<file path="config.mk">
export PLATFORM = sky130hd
export DESIGN_NAME = compare_skip
export DESIGN_NICKNAME = d
export VERILOG_FILES = /design/src/core/compare_skip.v
export VERILOG_INCLUDE_DIRS = /design/src /design/src/core
export SDC_FILE = /design/constraint.sdc
export NUM_CORES = 1
export LEC_CHECK = 0
export BUFFER_PORTS_ARGS = -buffer_cell sky130_fd_sc_hd__buf_2
export CORE_MARGIN = 2
export CORE_UTILIZATION = 55
export CTS_CLUSTER_DIAMETER = 150
export DETAILED_ROUTE_END_ITERATION = 10
export GPL_TIMING_DRIVEN = 0
export PLACE_DENSITY_LB_ADDON = 0.05
export SLEW_MARGIN = 10
export SYNTH_ARGS = -nofsm -noshare
export SYNTH_HDL_FRONTEND = slang
export SYNTH_SLANG_ARGS = --single-unit
export TNS_END_PERCENT = 10
</file>
<file path="constraint.sdc">
create_clock -name i_clk -period 1.35 [get_ports i_clk]
set_input_delay 0.3375 -clock i_clk [delete_from_list [all_inputs] [get_ports i_clk]]
set_output_delay 0.3375 -clock i_clk [all_outputs]
set_load 0.01 [all_outputs]
</file>
<file path="src/core/compare_skip_defs.vh">
// constants for the compare-and-skip decode and execute unit
`ifndef COMPARE_SKIP_DEFS_VH
`define COMPARE_SKIP_DEFS_VH
`define OPC_HI_FIELD 4'h6
`define OPC_SUB_LESS 3'h0
`define OPC_SUB_EQUAL 3'h1
`define OPC_SUB_GREATER 3'h2
`define ACCESS_BIT_POS 8
`define INDEXED_LIMIT 8'h5f
`define ACCESS_LOW_LIMIT 8'h60
`define ACCESS_HIGH_BANK 4'hf
`define PHASE_Q1 2'h0
`define PHASE_Q2 2'h1
`define PHASE_Q3 2'h2
`define PHASE_Q4 2'h3
`define OPC_HI_MSB 15
`define OPC_HI_LSB 12
`define OPC_SUB_MSB 11
`define OPC_SUB_LSB 9
`define F_FIELD_MSB 7
`define F_FIELD_LSB 0
`define SKIP_ONE_WORD 2'h1
`define SKIP_TWO_WORDS 2'h2
`endif

</file>
<file path="src/core/compare_skip.v">
// decode and execute of the three compare-with-working-register-and-skip instructions
module compare_skip
(
  // clock and reset
  input wire i_clk,
  input wire i_rst_b,
  // phase and instruction from fetch
  input wire i_q_enable,
  input wire [15:0] i_instr,
  input wire i_instr_valid,
  input wire i_next_two_word,
  input wire i_ext_set_enable,
  // core state
  input wire [7:0] i_working_register,
  input wire [3:0] i_bank_select_register,
  input wire [7:0] i_index_base,
  // data memory
  output reg [11:0] o_data_addr,
  output reg o_data_read,
  input wire [7:0] i_data_byte,
  // result to pipeline
  output wire o_claimed,
  output reg o_busy,
  output reg o_discard_fetch,
  output reg o_no_operation,
  output reg o_skip_taken,
  output reg [1:0] o_phase
);
`include "compare_skip_defs.vh"

// state codes
localparam ST_IDLE = 2'h0;
localparam ST_EXEC = 2'h1;
localparam ST_SKIP = 2'h2;
// compare kind held through the instruction
localparam KIND_LESS = 2'h0;
localparam KIND_EQUAL = 2'h1;
localparam KIND_GREATER = 2'h2;

////////////////////////////////////////////////////////////////////////////////
// reset release
reg rst_meta_reg;
reg rst_sync_reg;
always @(posedge i_clk or negedge i_rst_b)
begin
  if (!i_rst_b)
  begin
    rst_meta_reg <= 1'b0;
    rst_sync_reg <= 1'b0;
  end
  else
  begin
    rst_meta_reg <= 1'b1;
    rst_sync_reg <= rst_meta_reg;
  end
end

////////////////////////////////////////////////////////////////////////////////
// decode
wire opc_match;
wire is_less;
wire is_equal;
wire is_greater;
wire access_bit;
wire [7:0] f_field;
wire [2:0] sub_field;
wire [7:0] index_addr;
assign opc_match = (i_instr[`OPC_HI_MSB:`OPC_HI_LSB] == `OPC_HI_FIELD);
assign sub_field = i_instr[`OPC_SUB_MSB:`OPC_SUB_LSB];
assign is_less = opc_match && (sub_field == `OPC_SUB_LESS);
assign is_greater = opc_match && (sub_field == `OPC_SUB_GREATER);
assign is_equal = opc_match && (sub_field == `OPC_SUB_EQUAL);
assign access_bit = i_instr[`ACCESS_BIT_POS];
assign f_field = i_instr[`F_FIELD_MSB:`F_FIELD_LSB];
assign index_addr = i_index_base + f_field;
assign o_claimed = i_instr_valid && (is_less || is_equal || is_greater);

// operand address; indexed offset wraps within 8 bits of the base
reg [11:0] addr_next;
always @*
begin
  if (access_bit)
    addr_next = {i_bank_select_register, f_field};
  else if (i_ext_set_enable && (f_field <= `INDEXED_LIMIT))
    addr_next = {4'h0, index_addr};
  else if (f_field < `ACCESS_LOW_LIMIT)
    addr_next = {4'h0, f_field};
  else
    addr_next = {`ACCESS_HIGH_BANK, f_field};
end

////////////////////////////////////////////////////////////////////////////////
// sequencer
reg [1:0] state_reg;
reg [1:0] kind_reg;
reg cond_reg;
reg [1:0] skip_left_reg;
reg two_word_reg;
wire [1:0] skip_words;
assign skip_words = two_word_reg ? `SKIP_TWO_WORDS : `SKIP_ONE_WORD;
// compare only; result never written anywhere
wire [8:0] diff;
assign diff = {1'b0, i_data_byte} - {1'b0, i_working_register};
wire f_less;
wire f_zero;
assign f_less = diff[8];
assign f_zero = (diff[7:0] == 8'h00);

// equality reuses the zero result, so no second comparator
reg cond_next;
always @*
begin
  case (kind_reg)
    KIND_LESS: cond_next = f_less;
    KIND_EQUAL: cond_next = f_zero;
    KIND_GREATER: cond_next = !f_less && !f_zero;
    default: cond_next = 1'b0;
  endcase
end

////////////////////////////////////////////////////////////////////////////////
// phase counter; free running, so fetch and execute never drift apart
always @(posedge i_clk or negedge rst_sync_reg)
begin
  if (!rst_sync_reg)
    o_phase <= `PHASE_Q1;
  else if (i_q_enable)
    o_phase <= o_phase + 2'h1;
end

////////////////////////////////////////////////////////////////////////////////
// instruction steps
always @(posedge i_clk or negedge rst_sync_reg)
begin
  if (!rst_sync_reg)
  begin
    state_reg <= ST_IDLE;
    kind_reg <= KIND_LESS;
    cond_reg <= 1'b0;
    skip_left_reg <= 2'h0;
    two_word_reg <= 1'b0;
    o_data_addr <= 12'h000;
    o_data_read <= 1'b0;
    o_busy <= 1'b0;
    o_discard_fetch <= 1'b0;
    o_no_operation <= 1'b0;
    o_skip_taken <= 1'b0;
  end
  else if (i_q_enable)
  begin
    o_data_read <= 1'b0;
    o_discard_fetch <= 1'b0;
    case (state_reg)
      ST_IDLE:
      begin
        o_no_operation <= 1'b0;
        o_skip_taken <= 1'b0;
        // decode in Q1
        if (o_phase == `PHASE_Q1 && o_claimed)
        begin
          state_reg <= ST_EXEC;
          o_busy <= 1'b1;
          kind_reg <= is_less ? KIND_LESS : (is_equal ? KIND_EQUAL : KIND_GREATER);
          o_data_addr <= addr_next;
          o_data_read <= 1'b1; // read in Q2
        end
      end
      ST_EXEC:
      begin
        if (o_phase == `PHASE_Q2)
        begin
          // compare in Q2
          cond_reg <= cond_next;
          two_word_reg <= i_next_two_word;
        end
        else if (o_phase == `PHASE_Q4)
        begin
          // no destination written in Q4
          if (cond_reg)
          begin
            state_reg <= ST_SKIP;
            o_discard_fetch <= 1'b1;
            o_no_operation <= 1'b1;
            o_skip_taken <= 1'b1;
            skip_left_reg <= skip_words;
          end
          else
          begin
            state_reg <= ST_IDLE;
            o_busy <= 1'b0;
          end
        end
      end
      ST_SKIP:
      begin
        // one whole no_operation cycle per skipped word
        if (o_phase == `PHASE_Q4)
        begin
          if (skip_left_reg == `SKIP_ONE_WORD)
          begin
            state_reg <= ST_IDLE;
            o_busy <= 1'b0;
            o_no_operation <= 1'b0;
          end
          else
            o_discard_fetch <= 1'b1; // second word also dropped
          skip_left_reg <= skip_left_reg - 2'h1;
        end
      end
      default:
        state_reg <= ST_IDLE;
    endcase
  end
end
endmodule

</file>
==> results_dict.tcl <==
set metrics [dict create \
    status "finished, violations left" \
    violations "setup timing" \
    nets 409 \
    io_buffers 69 \
    synthFlopType "dfrtp_1" \
    startpoint "i_data_byte[0]" \
    finalHoldViolCount 0 \
    crit_family "simple AND/OR/NAND/NOR gates" \
    wl_per_cell_um 14.5 \
    ys_warn_count 0 \
    initial_core_util 0.570 \
    criticalPathCategory "input port to flop" \
    antenna_found_initial 0 \
    clk-insertion-delay-late_ns 0.27 \
    critPathLaunchType "input port" \
    die_w_um 65.6 \
    gp_congestion 0.845 \
    hp-class "input port to flop" \
    ioPinCount 70 \
    slew_headroom 0.278 \
    postLayoutCellArea_mm2 0.00304 \
    cp_slowest_cell "fa_2" \
    tightestPinTransition_ns 1.08 \
    yosysUniqueCellTypes 51 \
    arrival_ns 2.02 \
    dp.cells 356 \
    drt_iter0_drc 142 \
    end_kind "flop" \
    tritoncts "built" \
    fill_cells 234 \
    grt_pass1_wl_mm 8.56 \
    stdcell_count 383 \
    ant_nets 0 \
    grt_max_degree 28 \
    cts_num_sinks 29 \
    cts_buffers 5 \
    path_depth 11 \
    post-route-drc-count 0 \
    critical-path-max-stage-delay_ns 0.37 \
    drive_above_1_share 0.442 \
    root_buffer "clkbuf_8" \
    rr_startpoint "o_phase[0]$_DFFE_PN0P_" \
    regMostFlops "o_data_addr" \
    core_area_mm2 0.00366 \
    chipHeight_um 65.6 \
    antennaDiodeCount 0 \
    endpoint "cond_reg$_DFFE_PN0P_" \
    maxSlewViolCount 0 \
    power_density_mw_per_mm2 1150 \
    min_period_ns 1.86 \
    r2r_cells 7 \
    path_cells "buf_8 -> inv_12 -> ha_4 -> fa_2 -> nor2b_4 -> o22ai_2 -> xnor2_1 -> nor4_2 -> nand4_1 -> mux2i_1 -> nand2_1" \
    rows 22 \
    drtPass1Iterations 4 \
    synth.yosys.seq_area_share 0.348 \
    r2r_end "o_busy$_DFFE_PN0P_" \
    synth_seq_cells 29 \
    grt_pass1_vias 2054 \
    synth_nets 314 \
    cp_num_buf_inv 2 \
    async_flop_share 1.00 \
    clkTransAtPathRegs_ns 0.06 \
    dp_hpwl_mm 3.47 \
    finalCritPeriodShare 1.38 \
    htree_levels 2 \
    largest_reg_flops 12 \
    ir_drop_mv 0.711 \
    dieArea_mm2 0.00431 \
    placed_area_mm2 0.00254 \
    synthCells 239 \
    drt-total-wl_mm 5.56 \
    fin_ws_ns -0.509 \
    synthToLayoutAreaGrowth_pct 45.4 \
    drv_cap 0 \
    fmax_mhz 538 \
    track_usage 0.256 \
    setup_viol_count_final 23 \
    hp-start "i_next_two_word" \
    synth-edff-count 0 \
    rrSetupSlack_ns -0.27 \
    syn-cell-area_mm2 0.00209 \
    grt_overflow_total 0 \
    grt_setup_unrepaired "true" \
    vias_per_cell 5.44 \
    critPathRequiredTime_ns 1.51 \
    vias 2084 \
    path_max_fanout 2 \
    p_leak_nw 1.52 \
    finalClockSkew_ns 0.00374 \
    syn_avg_cell_area_um2 8.74 \
    clock_path_buffers 2 \
]
Yosys cell counts, drive strengths merged, types with 2 or more instances:
master | n | area [um2]
a21oi | 32 | 164
dfrtp | 29 | 726
nor2 | 28 | 115
inv | 27 | 101
ha | 23 | 288
nand2 | 18 | 70.1
o21ai | 10 | 50.1
nor3 | 7 | 35.0
mux2i | 6 | 60.1
xnor2 | 4 | 35.0
xor2 | 4 | 35.0
buf | 3 | 20.0
nand2b | 3 | 18.8
nand4 | 3 | 18.8
nor2b | 3 | 18.8
o21a | 3 | 22.5
a211oi | 2 | 15.0
a31oi | 2 | 12.5
fa | 2 | 40.0
mux2 | 2 | 22.5
nand3 | 2 | 10.0
nand3b | 2 | 15.0
nor4b | 2 | 23.8
o211ai | 2 | 15.0
o221ai | 2 | 17.5
o22ai | 2 | 18.8
or2 | 2 | 12.5
power by group:
part           internal, mW  leakage (nW)  switching (mW)
registers              1.04         0.382           0.152
clock network         0.356        0.0450           0.316
logic                 0.818          1.09           0.803
logic make-up after synthesis:
| family | synth area share |
|---|---|
| simple gates | 0.174 |
| xor+xnor | 0.0335 |
| fa+ha+maj | 0.157 |
| flops | 0.348 |
| buf+inv | 0.0599 |
| compound gates | 0.186 |
| mux | 0.0395 |
| other cells | 0.00180 |
cells in the final DEF (no fill, tap or decap), drive strengths merged, types with 4 or more instances in the layout:
master  instances
ha             23
a21oi          32
buf            90
inv            27
dfrtp          29
mux2i           6
nor2           28
o21ai          10
nor3            7
nand2          18
clkbuf          7
xnor2           4
xor2            4
worst min path at each step:
stage / end / slack (ns) / cells after the start
global route: two_word_reg$_DFFE_PN0P_ / 0.30 / 2
CTS: two_word_reg$_DFFE_PN0P_ / 0.29 / 2
floorplan: rst_meta_reg$_DFF_PN0_ / 0.04 / 0
global placement: rst_meta_reg$_DFF_PN0_ / 0.12 / 1
finish: two_word_reg$_DFFE_PN0P_ / 0.29 / 2
detailed placement: rst_sync_reg$_DFF_PN0_ / 0.12 / 1
stage by stage:
step	setup TNS, ns	power (mW)	hold WS, ns	utilization	worst slack [ns]
global placement	-9.53	2.22	0.122	0.695	-0.871
finish	-4.37	3.48	0.294	0.829	-0.509
CTS	-3.90	3.14	0.293	0.776	-0.453
detailed placement	-9.74	2.25	0.124	0.695	-0.898
global route	-6.79	3.72	0.299	0.829	-0.557
floorplan	-4.72	1.91	0.0419	-	-0.553
routing by layer:
layer / part of all wire / up-vias / track usage
li1: - / 1019 / -
met1: 0.42 / 988 / 0.311
met2: 0.51 / 71 / 0.437
met3: 0.062 / 6 / 0.0805
met4: 0.0077 / 0 / 0.0651
met5: 0 / - / 0
repair_timing:
action	CTS	global route
cloned	0	0
endpoints found under the hold margin	2	0
endpoints found under the setup margin	23	48
setup buffers	14	8
hold buffers	1	0
pin swaps	16	12
gates resized for setup	24	38
cell type report:
type                    count  area [um2]  share of cell area
flip-flops and latches     29         727               0.239
inverters                  27         114              0.0375
plain buffers               4        31.3              0.0103
clock buffers               6        72.6              0.0239
clock inverters             2        10.0             0.00330
multi-input cells         179        1480               0.486
well taps                  48        60.1              0.0198
repair buffers             88         546               0.180
Note: power is estimated with default switching activity, not from simulation.
